[config.mk]
export PLATFORM = sky130hd
export DESIGN_NAME = adc_serial_ctrl
export DESIGN_NICKNAME = d
export VERILOG_FILES = /design/src/core/adc_serial_pkg.sv /design/src/core/adc_pin_sync.sv /design/src/core/adc_serial_ctrl.sv
export SDC_FILE = /design/constraint.sdc
export NUM_CORES = 1
export LEC_CHECK = 0
export BUFFER_PORTS_ARGS = -buffer_cell sky130_fd_sc_hd__buf_2
export CAP_MARGIN = 20
export CORE_MARGIN = 1.5
export CORE_UTILIZATION = 40
export CTS_BUF_LIST = sky130_fd_sc_hd__clkbuf_4
export CTS_CLUSTER_SIZE = 14
export DETAILED_ROUTE_END_ITERATION = 16
export SYNTH_ARGS = -nofsm -noshare
export SYNTH_HDL_FRONTEND = slang
export SYNTH_SLANG_ARGS = --single-unit
[constraint.sdc]
create_clock -name hclk -period 2.95 [get_ports hclk]
set_input_delay 0 -clock hclk [delete_from_list [all_inputs] [get_ports hclk]]
set_output_delay 0 -clock hclk [all_outputs]
set_load 0.01 [all_outputs]
[src/core/adc_serial_pkg.sv]
// Package: constants, states and carrier structs for the converter serial interface
`default_nettype none
package adc_serial_pkg;
   localparam int unsigned CLK_HZ          = 20_000_000;
   localparam int unsigned CONV_TIME_NS    = 2_200;
   localparam int unsigned CONV_CYCLES     = (CONV_TIME_NS * (CLK_HZ / 1_000_000) + 999) / 1_000;
   localparam int unsigned RESULT_BITS     = 16;
   // Register byte offsets
   localparam logic [7:0]  OFS_CTRL        = 8'h00;
   localparam logic [7:0]  OFS_SAMPLE      = 8'h04;
   localparam logic [7:0]  OFS_STATUS      = 8'h08;
   localparam logic [7:0]  OFS_IRQ_STAT    = 8'h0C;
   localparam logic [7:0]  OFS_IRQ_MASK    = 8'h10;
   localparam logic [7:0]  OFS_RESULT      = 8'h14;
   // Field positions
   localparam int unsigned CTRL_OVR_BIT    = 16;
   localparam int unsigned CTRL_UND_BIT    = 17;
   localparam int unsigned IRQ_CONV_BIT    = 0;
   localparam int unsigned IRQ_READ_BIT    = 1;
   localparam int unsigned IRQ_BITS        = 2;
   localparam logic [15:0] CODE_ZERO       = 16'h0000;
   localparam logic [15:0] CODE_FULL       = 16'hFFFF;
   localparam logic [31:0] WORD_ZERO       = 32'h0000_0000;
   localparam logic [1:0]  HTRANS_NONSEQ   = 2'b10;
   localparam logic [1:0]  HRESP_OKAY      = 2'b00;

   typedef enum logic [1:0] {
      ST_ACQUIRE = 2'b00,
      ST_CONVERT = 2'b01,
      ST_READOUT = 2'b10
   } conv_state_e;

   typedef enum logic {
      MODE_CHAIN  = 1'b0,
      MODE_SELECT = 1'b1
   } if_mode_e;

   // Synchronised link pins
   typedef struct packed {
      logic convert_start;
      logic serial_in_select;
      logic shift_clk;
   } link_in_s;

   // Link output pin pair, oe low while driven
   typedef struct packed {
      logic serial_result_out;
      logic serial_result_oe_n;
   } link_out_s;
endpackage : adc_serial_pkg
`default_nettype wire

[src/core/adc_pin_sync.sv]
// Two-flop synchroniser for the link input pins
`default_nettype none
module adc_pin_sync #(
   parameter int unsigned WIDTH = 3
) (
   input  wire logic             hclk,
   input  wire logic             hresetn,
   input  wire logic [WIDTH-1:0] pins_async,
   output logic      [WIDTH-1:0] pins_sync
);
   logic [WIDTH-1:0] meta_r;

   initial begin
      if (WIDTH < 1) begin
         $error("adc_pin_sync needs WIDTH >= 1");
      end
   end

   // First stage feeds only the second
   always_ff @(posedge hclk or negedge hresetn) begin
      if (!hresetn) begin
         meta_r    <= '0;
         pins_sync <= '0;
      end else begin
         meta_r    <= pins_async;
         pins_sync <= meta_r;
      end
   end
endmodule : adc_pin_sync
`default_nettype wire

[src/core/adc_serial_ctrl.sv]
// Converter interface-mode, conversion and serial readout control with AHB-Lite registers
// Function
// - Interface mode is sampled from serial input at convert-start rising edge.
// - Serial input high selects select mode; low selects daisy-chain mode.
// - Serial input tied to convert-start always resolves to daisy-chain mode.
// - An optional start bit may precede result bits in both modes.
// - Start bit serves as busy indicator, host may use as interrupt.
// - Select mode enables busy if start or serial input low at conversion end.
// - Chain mode enables busy if shift clock high at convert-start rising edge.
// - Core powers down automatically after every conversion phase.
// - Three-wire select uses start, shift clock, output; serial input held high.
// - Four-wire select uses serial input as separate readback select.
// - Chain mode passes serial input data through to output like shift register.
// - Convert-start rising edge begins conversion; no shift clock needed meanwhile.
// - Overrange saturates to all ones, underrange to all zeros.
// - After MSB, each further bit shifts out on shift clock falling edges.
`default_nettype none
module adc_serial_ctrl
   import adc_serial_pkg::*;
#(
   parameter int unsigned CONV_CYC = CONV_CYCLES
) (
   input  wire logic                      hclk,
   input  wire logic                      hresetn,
   input  wire logic                      hsel,
   input  wire logic [31:0]               haddr,
   input  wire logic [1:0]                htrans,
   input  wire logic                      hwrite,
   input  wire logic [2:0]                hsize,
   input  wire logic [31:0]               hwdata,
   input  wire logic                      hready,
   output logic      [31:0]               hrdata,
   output logic                           hreadyout,
   output logic      [1:0]                hresp,
   input  wire logic                      convert_start,
   input  wire logic                      serial_in_select,
   input  wire logic                      shift_clk,
   output adc_serial_pkg::link_out_s      link_out,
   output logic                           core_powered,
   output logic                           irq
);
   import adc_serial_pkg::*;

   // Counter width bounds the conversion length
   initial begin
      if (CONV_CYC < 1 || CONV_CYC > 65535) begin
         $error("CONV_CYC out of range");
      end
   end

   // Pin samples, sequencer state and latched link settings
   link_in_s    pin_s;
   link_in_s    pin_d_r;
   conv_state_e state_r;
   if_mode_e    mode_r;
   logic        busy_en_r;
   logic [15:0] cnt_r;
   logic [16:0] shreg_r;
   logic [4:0]  bits_left_r;
   logic        out_bit_r;
   logic        drive_r;
   logic [15:0] sample_r;
   logic        ovr_r;
   logic        und_r;
   logic [15:0] result_r;
   logic [IRQ_BITS-1:0] irq_stat_r;
   logic [IRQ_BITS-1:0] irq_mask_r;
   // Bus address phase held over into the data phase
   logic        ap_valid_r;
   logic        ap_write_r;
   logic [7:0]  ap_addr_r;
   // Combinational helpers
   logic        cs_rise;
   logic        sck_fall;
   logic        conv_done;
   logic        read_done;
   logic [15:0] code_w;
   logic        sel_active;
   logic        busy_now;
   logic [IRQ_BITS-1:0] irq_evt;

   adc_pin_sync #(
      .WIDTH      (3)
   ) u_sync (
      .hclk       (hclk),
      .hresetn    (hresetn),
      .pins_async ({convert_start, serial_in_select, shift_clk}),
      .pins_sync  (pin_s)
   );

   // Edge detection on synchronised pins
   always_ff @(posedge hclk or negedge hresetn) begin
      if (!hresetn) begin
         pin_d_r <= '0;
      end else begin
         pin_d_r <= pin_s;
      end
   end

   assign cs_rise   = pin_s.convert_start & ~pin_d_r.convert_start;
   assign sck_fall  = ~pin_s.shift_clk & pin_d_r.shift_clk;
   assign conv_done = (state_r == ST_CONVERT) && (cnt_r == 16'(CONV_CYC - 1));

   // Saturated straight binary code
   always_comb begin
      if (ovr_r) begin
         code_w = CODE_FULL;
      end else if (und_r) begin
         code_w = CODE_ZERO;
      end else begin
         code_w = sample_r;
      end
   end

   // Busy decision as it will stand once the conversion ends
   // Needed a cycle early so the readout length matches the start bit
   assign busy_now = (mode_r == MODE_SELECT) ? (~pin_s.convert_start | ~pin_s.serial_in_select) : busy_en_r;

   // Mode latched only at start edge; pin samples are pre-edge values
   always_ff @(posedge hclk or negedge hresetn) begin
      if (!hresetn) begin
         mode_r <= MODE_SELECT;
      end else if (cs_rise) begin
         // Tied pins: previous serial input level was low, so chain mode
         mode_r <= pin_d_r.serial_in_select ? MODE_SELECT : MODE_CHAIN;
      end
   end

   // Busy start bit: chain decides at start edge, select at conversion end
   always_ff @(posedge hclk or negedge hresetn) begin
      if (!hresetn) begin
         busy_en_r <= 1'b0;
      end else if (cs_rise) begin
         busy_en_r <= ~pin_d_r.serial_in_select & pin_d_r.shift_clk;
      end else if (conv_done) begin
         busy_en_r <= busy_now;
      end
   end

   // Select-mode readout gate: start low (3-wire) or serial input low (4-wire)
   assign sel_active = ~pin_s.convert_start | ~pin_s.serial_in_select;

   // Conversion sequencer and serial shifter
   always_ff @(posedge hclk or negedge hresetn) begin
      if (!hresetn) begin
         state_r     <= ST_ACQUIRE;
         cnt_r       <= '0;
         shreg_r     <= '0;
         bits_left_r <= '0;
         result_r    <= '0;
      end else begin
         unique case (state_r)
            ST_ACQUIRE: begin
               if (cs_rise) begin
                  state_r <= ST_CONVERT;
                  cnt_r   <= '0;
               end
            end
            ST_CONVERT: begin
               // Own clock paces the conversion; shift clock not needed
               cnt_r <= cnt_r + 16'd1;
               if (conv_done) begin
                  state_r  <= ST_READOUT;
                  result_r <= code_w;
                  // Start bit is a leading zero ahead of the MSB
                  shreg_r  <= {1'b0, code_w};
                  // Busy start bit adds one falling edge to the readout
                  bits_left_r <= 5'(RESULT_BITS) + 5'(busy_now);
               end
            end
            ST_READOUT: begin
               // A new start edge abandons an unfinished readout
               if (cs_rise) begin
                  state_r <= ST_CONVERT;
                  cnt_r   <= '0;
               end else if (sck_fall && bits_left_r != 5'd0) begin
                  // Chain: shift serial input in at the bottom
                  shreg_r <= {shreg_r[15:0],
                              (mode_r == MODE_CHAIN) ? pin_s.serial_in_select : 1'b0};
                  if (mode_r == MODE_SELECT) begin
                     bits_left_r <= bits_left_r - 5'd1;
                  end
               end
            end
            default: begin
               state_r <= ST_ACQUIRE;
            end
         endcase
      end
   end

   assign read_done = (state_r == ST_READOUT) && sck_fall && (bits_left_r == 5'd1)
                      && (mode_r == MODE_SELECT);

   // Output bit; busy start bit selects where the MSB sits
   always_ff @(posedge hclk or negedge hresetn) begin
      if (!hresetn) begin
         out_bit_r <= 1'b0;
      end else if (state_r == ST_READOUT) begin
         out_bit_r <= busy_en_r ? shreg_r[16] : shreg_r[15];
      end else begin
         out_bit_r <= 1'b0;
      end
   end

   // Output enable: chain drives all readout, select while chosen and bits remain
   always_ff @(posedge hclk or negedge hresetn) begin
      if (!hresetn) begin
         drive_r <= 1'b0;
      end else if (state_r == ST_READOUT) begin
         drive_r <= (mode_r == MODE_CHAIN) || (sel_active && bits_left_r != 5'd0);
      end else begin
         // Idle with start and serial input low shows a driven low
         drive_r <= (state_r == ST_ACQUIRE) && ~pin_s.convert_start && ~pin_s.serial_in_select;
      end
   end

   // Pin outputs and power indicator
   assign link_out.serial_result_out  = out_bit_r;
   assign link_out.serial_result_oe_n = ~drive_r;
   assign core_powered                = (state_r == ST_CONVERT);

   // Interrupt events: conversion done, readout finished
   assign irq_evt = {read_done, conv_done};

   // AHB-Lite address phase capture
   // Write data arrive a cycle after the address, so the decode is kept
   always_ff @(posedge hclk or negedge hresetn) begin
      if (!hresetn) begin
         ap_valid_r <= 1'b0;
         ap_write_r <= 1'b0;
         ap_addr_r  <= '0;
      end else if (hready) begin
         ap_valid_r <= hsel && htrans == HTRANS_NONSEQ;
         ap_write_r <= hwrite;
         ap_addr_r  <= haddr[7:0];
      end
   end

   // Writable registers
   always_ff @(posedge hclk or negedge hresetn) begin
      if (!hresetn) begin
         sample_r   <= '0;
         ovr_r      <= 1'b0;
         und_r      <= 1'b0;
         irq_mask_r <= '0;
      end else if (ap_valid_r && ap_write_r) begin
         if (ap_addr_r == OFS_SAMPLE) begin
            sample_r <= hwdata[15:0];
            ovr_r    <= hwdata[CTRL_OVR_BIT];
            und_r    <= hwdata[CTRL_UND_BIT];
         end
         if (ap_addr_r == OFS_IRQ_MASK) begin
            irq_mask_r <= hwdata[IRQ_BITS-1:0];
         end
      end
   end

   // Sticky status, set wins over write-one clear
   // An event in the cycle of a clear is kept, so none is lost
   always_ff @(posedge hclk or negedge hresetn) begin
      if (!hresetn) begin
         irq_stat_r <= '0;
      end else begin
         for (int i = 0; i < IRQ_BITS; i++) begin
            if (irq_evt[i]) begin
               irq_stat_r[i] <= 1'b1;
            end else if (ap_valid_r && ap_write_r && ap_addr_r == OFS_IRQ_STAT && hwdata[i]) begin
               irq_stat_r[i] <= 1'b0;
            end
         end
      end
   end

   // Read data registered at address phase
   // Holds steady through the whole data phase
   always_ff @(posedge hclk or negedge hresetn) begin
      if (!hresetn) begin
         hrdata <= WORD_ZERO;
      end else if (hready && hsel && htrans == HTRANS_NONSEQ && !hwrite) begin
         unique case (haddr[7:0])
            OFS_CTRL:     hrdata <= {30'd0, busy_en_r, mode_r};
            OFS_SAMPLE:   hrdata <= {14'd0, und_r, ovr_r, sample_r};
            OFS_STATUS:   hrdata <= {30'd0, state_r};
            OFS_IRQ_STAT: hrdata <= {30'd0, irq_stat_r};
            OFS_IRQ_MASK: hrdata <= {30'd0, irq_mask_r};
            OFS_RESULT:   hrdata <= {16'd0, result_r};
            default:      hrdata <= WORD_ZERO;
         endcase
      end
   end

   // Zero wait states, always OKAY; interrupt is a level
   assign hreadyout = 1'b1;
   assign hresp     = HRESP_OKAY;
   assign irq       = |(irq_stat_r & irq_mask_r);
endmodule : adc_serial_ctrl
`default_nettype wire

After elaboration in Yosys (flattened, before gate mapping)
Cells that the tools add are included.
{"block": "totals", "input_bits": 77, "register_bits": 133, "output_inout_bits": 39}
{"block": "classes", "eq_ne": 18, "n_bitwise": 12, "muxes": 29, "reduce_logical": 35, "add_sub_neg": 3}
{"cell": "18-bit case mux with 6 select lines", "n": 1}
{"cell": "17-bit 2-to-1 mux", "n": 3}
{"cell": "16-bit 2-to-1 mux", "n": 3}
{"cell": "17-bit case mux with 2 select lines", "n": 1}
{"cell": "16-bit case mux with 2 select lines", "n": 1}
{"cell": "8-bit by 4-bit equality test with 1-bit output (second input constant)", "n": 3}
{"cell": "8-bit by 5-bit equality test with 1-bit output (second input constant)", "n": 3}
{"cell": "5-bit 2-to-1 mux", "n": 4}
{"cell": "16-bit by 1-bit adder with 16-bit output (second input constant)", "n": 1}
{"cell": "16-bit by 6-bit equality test with 1-bit output (second input constant)", "n": 1}
{"cell": "8-bit by 3-bit equality test with 1-bit output (second input constant)", "n": 2}
{"cell": "1-bit logical AND", "n": 16}
{"cell": "1-bit 2-to-1 mux", "n": 12}
{"cell": "5-bit case mux with 2 select lines", "n": 1}
{"cell": "2-bit AND reduction", "n": 5}
{"cell": "2-bit nonzero test", "n": 5}
{"cell": "8-bit logical NOT", "n": 1}
{"cell": "1-bit inverter", "n": 7}
{"cell": "2-bit != test (second input constant)", "n": 3}
{"cell": "5-bit by 1-bit adder with 5-bit output (first input constant)", "n": 1}
{"cell": "5-bit by 1-bit equality test with 1-bit output (second input constant)", "n": 1}
{"cell": "5-bit AND reduction", "n": 1}
{"cell": "5-bit nonzero test", "n": 1}
{"cell": "5-bit by 1-bit subtractor with 5-bit output (second input constant)", "n": 1}
{"cell": "other kinds (13)", "n": 19}

Longest topological paths before layout
{"block": "depth", "ltp_word": 6, "ltp_mapped": 7, "ltp_nobuf": 6}

Hierarchy
A second synthesis with hierarchy kept.
{"block": "unflattened", "hier_cells": 498, "area_unflattened_um2": 5609.1}
{"mod": "adc_serial_ctrl", "area_each_um2": 5459.0, "cells_per_inst": 492, "instances": 1, "seq_area_each_um2": 2829.0}
{"mod": "adc_pin_sync", "area_each_um2": 150.1, "cells_per_inst": 6, "instances": 1, "seq_area_each_um2": 150.1}

Least setup slack after synthesis
No wires, ideal clock.
{"block": "synth_path", "kind": "register -> register", "from": "reg ap_addr_r[0]", "to": "reg ovr_r", "path_slack_ps": 787, "synth_period_minus_slack_ps": 2163, "setup_time_ps": 125, "n_path_buf": 1, "required_ps": 2825, "t_arrival_ps": 2038, "stages_incl_launch_ff": 6, "path_cell_list": "dfrtp_1 nor4_1 or3b_1 nor4b_4 buf_6 mux2_2"}
{"block": "synth_between", "elab_chain_cells": 2}
{"element": "start: declaration", "line_no": "adc_serial_ctrl.sv:71", "source": "logic [7:0] ap_addr_r;"}
{"element": "start signal: assignment", "line_no": "adc_serial_ctrl.sv:236", "source": "ap_addr_r <= haddr[7:0];"}
{"element": "8-bit by 3-bit equality test with 1-bit output", "line_no": "adc_serial_ctrl.sv:248", "source": "if (ap_addr_r == OFS_SAMPLE) begin"}
{"element": "2-bit AND reduction (no source line)"}
{"element": "end signal: assignment", "line_no": "adc_serial_ctrl.sv:250", "source": "ovr_r <= hwdata[CTRL_OVR_BIT];"}
{"element": "end: declaration", "line_no": "adc_serial_ctrl.sv:63", "source": "logic ovr_r;"}
No other way between the ends.
A chain may end at the register's enable or synchronous reset.

Final worst setup path
{"block": "layout_path", "from": "reg bits_left_r[0]", "to": "reg shreg_r[16]"}
{"block": "layout_between", "elab_chain_cells": 4}
{"element": "start: declaration", "line_no": "adc_serial_ctrl.sv:59", "source": "logic [4:0] bits_left_r;"}
{"element": "start signal: assignment", "line_no": "adc_serial_ctrl.sv:168", "source": "bits_left_r <= 5'(RESULT_BITS) + 5'(busy_now);"}
{"element": "start signal: assignment", "line_no": "adc_serial_ctrl.sv:181", "source": "bits_left_r <= bits_left_r - 5'd1;"}
{"element": "5-bit nonzero test", "line_no": "adc_serial_ctrl.sv:176", "source": "end else if (sck_fall && bits_left_r != 5'd0) begin"}
{"element": "1-bit logical AND", "line_no": "adc_serial_ctrl.sv:176"}
{"element": "2-bit != test (no source line)"}
{"element": "4-bit AND reduction (no source line)"}
{"element": "end signal: assignment", "line_no": "adc_serial_ctrl.sv:166", "source": "shreg_r <= {1'b0, code_w};"}
{"element": "end signal: assignment", "line_no": "adc_serial_ctrl.sv:178", "source": "shreg_r <= {shreg_r[15:0],"}
{"element": "end: declaration", "line_no": "adc_serial_ctrl.sv:58", "source": "logic [16:0] shreg_r;"}
No other way between the ends.

==> flow_summary_export.csv <==
group,metric,value,unit
clock_network,cts_buffer_depth,2,
clock_network,cts_sinks,119,
setup_path,r2r-start,"bits_left_r[0]",
run,cap_violations,0,
placement,dp_hpwl,8.117,mm
synth,synth_edf_count,0,
timing,finalCritPeriodShare,0.7706,
placement,gp_congestion,0.7802,
synth,syn_area,5517,µm²
routing,vias,4166,
timing,finalSetupViolations,0,
floorplanning,die_h,120.4,µm
timing,slew_viol_final,0,
synth,async_flop_share,1.000,
timing,period_needed,2.273,ns
clock_network,cts_inserted_buffers,17,
power,power,3.652,mW
final_layout,syn_to_final_growth,21.52,%
setup_path,critPathLaunch,"bits_left_r[0]",
clock_network,post_cts_resized,0,
routing,drc,0,
timing,layout_setup_ws,0.6768,ns
setup_path,arrival,2.66,ns
timing,fin_tns_setup,0,ns
synth,synthFlopType,"dfrtp_1",
hold_path,hold_start,"serial_in_select",
floorplanning,die-area,14500,µm²
global_routing,grt_usage,0.1817,
placement,portBuffers,57,
global_routing,grt_antenna_before_repair,0,
floorplanning,ioPinCount,116,
setup_path,start_kind,"register",
timing,max_clock_freq,439.9,MHz
routing,via_per_inst,5.273,
global_routing,grt_max_degree,85,
setup_path,worstPathRequired,3.33,ns
placement,dpl_cell_area,5961,µm²
outcome,status,"completed",
synth,ys_types,56,
final_layout,nets,682,
clock_network,cts_tree,"done",
clock_network,cts.reportedPaths.clkPinSlew,0.10,ns
routing,wl_per_cell,15.59,µm
global_routing,grt_pass1_vias,4101,
final_layout,n_antenna_cell,0,
clock_network,cts_root_buffer,"clkbuf_4",
final_layout,drive_gt1_frac,0.2590,
timing,worst_pin_slew,0.8137,ns
setup_path,path_max_fanout,11,
timing,rsz0062_at_grt,"no",
timing,hold_ws,0.1249,ns
routing,ant_nets,0,
clock_network,cts_max_level,4,
power,vdd_drop_max,0.3643,mV
floorplanning,die_w,120.4,µm
global_routing,grt_overflow,0,
final_layout,fillers,1243,
synth,yosysSeqAreaShare,0.5400,
clock_network,worstSkewPairLatency,0.52,ns
timing,max_slew_margin,0.4575,
hold_path,hp-class,"input port to register",
timing,fin_skew,0.01714,ns
timing,hold_viol,0,
routing,first_pass_iters,4,
synth,syn_inst,493,
routing,wl,12.32,mm
final_layout,stdcell_count,790,
synth,yosysWarningCount,0,
placement,dp.cells,714,
placement,dp_slack,0.7170,ns
synth,syn_area_per_cell,11.19,µm²
floorplanning,core,13350,µm²
setup_path,path_class,"register to register",
global_routing,grt_pass1_wl,20.45,mm
setup_path,cp-end-kind,"register",
routing,drt_iter0_drc,276,
floorplanning,rows,42,
final_layout,final_util,0.5023,
floorplanning,start_util,0.4133,
final_layout,postLayoutCellArea,6704,µm²
power,power.density,544.8,nW/µm²
power,static-leakage-power,3.213,nW
synth,synth_seq_cells,119,
## registers in the layout (all words and copies together), names as in the netlist
signal and flops:
drive_r 1, mode_r 1, pin_d_r 3, und_r 1, irq_mask_r 2, ap_write_r 1, out_bit_r 1, u_sync.meta_r 3
hrdata 18, irq_stat_r 2, state_r 2, ap_addr_r 8, shreg_r 17, cnt_r 16, u_sync.pins_sync 3, ap_valid_r 1
busy_en_r 1, result_r 16, bits_left_r 5, sample_r 16, ovr_r 1
## critical path, cell delays in order, from the launching register on
cell,delay (ns)
dfrtp_1,0.43
inv_1,0.09
ha_1,0.20
or4b_2,0.64
and4_1,0.32
a21oi_1,0.30
o21ai_0,0.14
## cell type report
type | instances | area (µm²) | share of cell area
timing repair buffer | 117 | 873.3 | 0.1303
clock buffer | 20 | 150.1 | 0.02240
multi-input combinational | 335 | 2303 | 0.3436
inverter | 12 | 45.04 | 0.006719
tap | 176 | 220.2 | 0.03285
clock inverter | 11 | 132.6 | 0.01978
sequential | 119 | 2979 | 0.4444
## final timing paths
path	cells past startpoint	slack [ns]	endpoint
hold reg to reg	0	0.35	u_sync.pins_sync[0]
setup reg to reg	6	0.68	shreg_r[16]
setup / recovery	6	0.68	shreg_r[16]
max in group asynchronous	4	1.98	mode_r
min in group asynchronous	4	0.51	ap_addr_r[3]
hold / removal	2	0.12	u_sync.meta_r[1]
## what timing repair did
item                                   in CTS  in global routing
buffers inserted                            0                  0
hold buffers                               45                  0
endpoints found under the hold margin     157                  0
## cells by family (layout without fill, tap and decap cells)
kind of cell             Yosys count  after routing  share of synthesized area
flip-flops                       119            119                     0.5400
buffers and inverters             54            160                    0.05262
adder cells (fa/ha/maj)            3              3                   0.006805
AND/OR/NAND/NOR                  116            116                     0.1164
multiplexers                      63             63                     0.1293
AO/OA/AOI/OAI                    133            133                     0.1488
XOR/XNOR                           3              3                   0.004764
other                              2             17                   0.001361
## Yosys cell counts, types with 4 or more instances
| master | n | share of area |
|---|---|---|
| a211oi_1 | 9 | 0.012 |
| nor3_1 | 4 | 0.0036 |
| a21o_1 | 9 | 0.012 |
| nor4b_1 | 4 | 0.0063 |
| a22oi_1 | 15 | 0.020 |
| or4_1 | 4 | 0.0054 |
| buf_4 | 20 | 0.027 |
| o31ai_1 | 5 | 0.0068 |
| dfrtp_1 | 118 | 0.54 |
| nand4_1 | 6 | 0.0068 |
| o211ai_1 | 8 | 0.011 |
| mux2_2 | 46 | 0.094 |
| mux2i_1 | 15 | 0.027 |
| a21oi_1 | 47 | 0.043 |
| o21ai_0 | 26 | 0.024 |
| nor2_1 | 17 | 0.012 |
| inv_1 | 12 | 0.0082 |
| nand3_1 | 11 | 0.010 |
| nand2b_1 | 4 | 0.0045 |
| nand2_1 | 41 | 0.028 |
| clkbuf_1 | 17 | 0.012 |
| buf_2 | 4 | 0.0036 |
## cell usage in the layout, fill, tap and decap left out, types with 17 or more instances in the layout
| cell type | Yosys | routed |
|---|---|---|
| dfrtp_1 | 118 | 118 |
| buf_2 | 4 | 56 |
| a21oi_1 | 47 | 47 |
| mux2_2 | 46 | 46 |
| dlygate4sd3_1 | 0 | 44 |
| nand2_1 | 41 | 41 |
| o21ai_0 | 26 | 26 |
| clkbuf_4 | 0 | 20 |
| nor2_1 | 17 | 17 |
| conb_1 | 2 | 17 |
## report_power, final
part / leakage [nW] / internal [mW] / switching [mW]
combinational: 1.46 / 0.263 / 0.307
sequential: 1.60 / 1.77 / 0.134
clock: 0.155 / 0.600 / 0.583
## layer usage
layer,vias to the layer above,wire [µm],GRT usage,share of wire
met5,-,0,0,0
met1,2080,5594,0.2345,0.45
met4,0,103,0.06324,0.0084
li1,1992,-,-,-
met3,10,530,0.04858,0.043
met2,84,6087,0.2955,0.49
No activity file was read; power rests on OpenSTA's default activity.
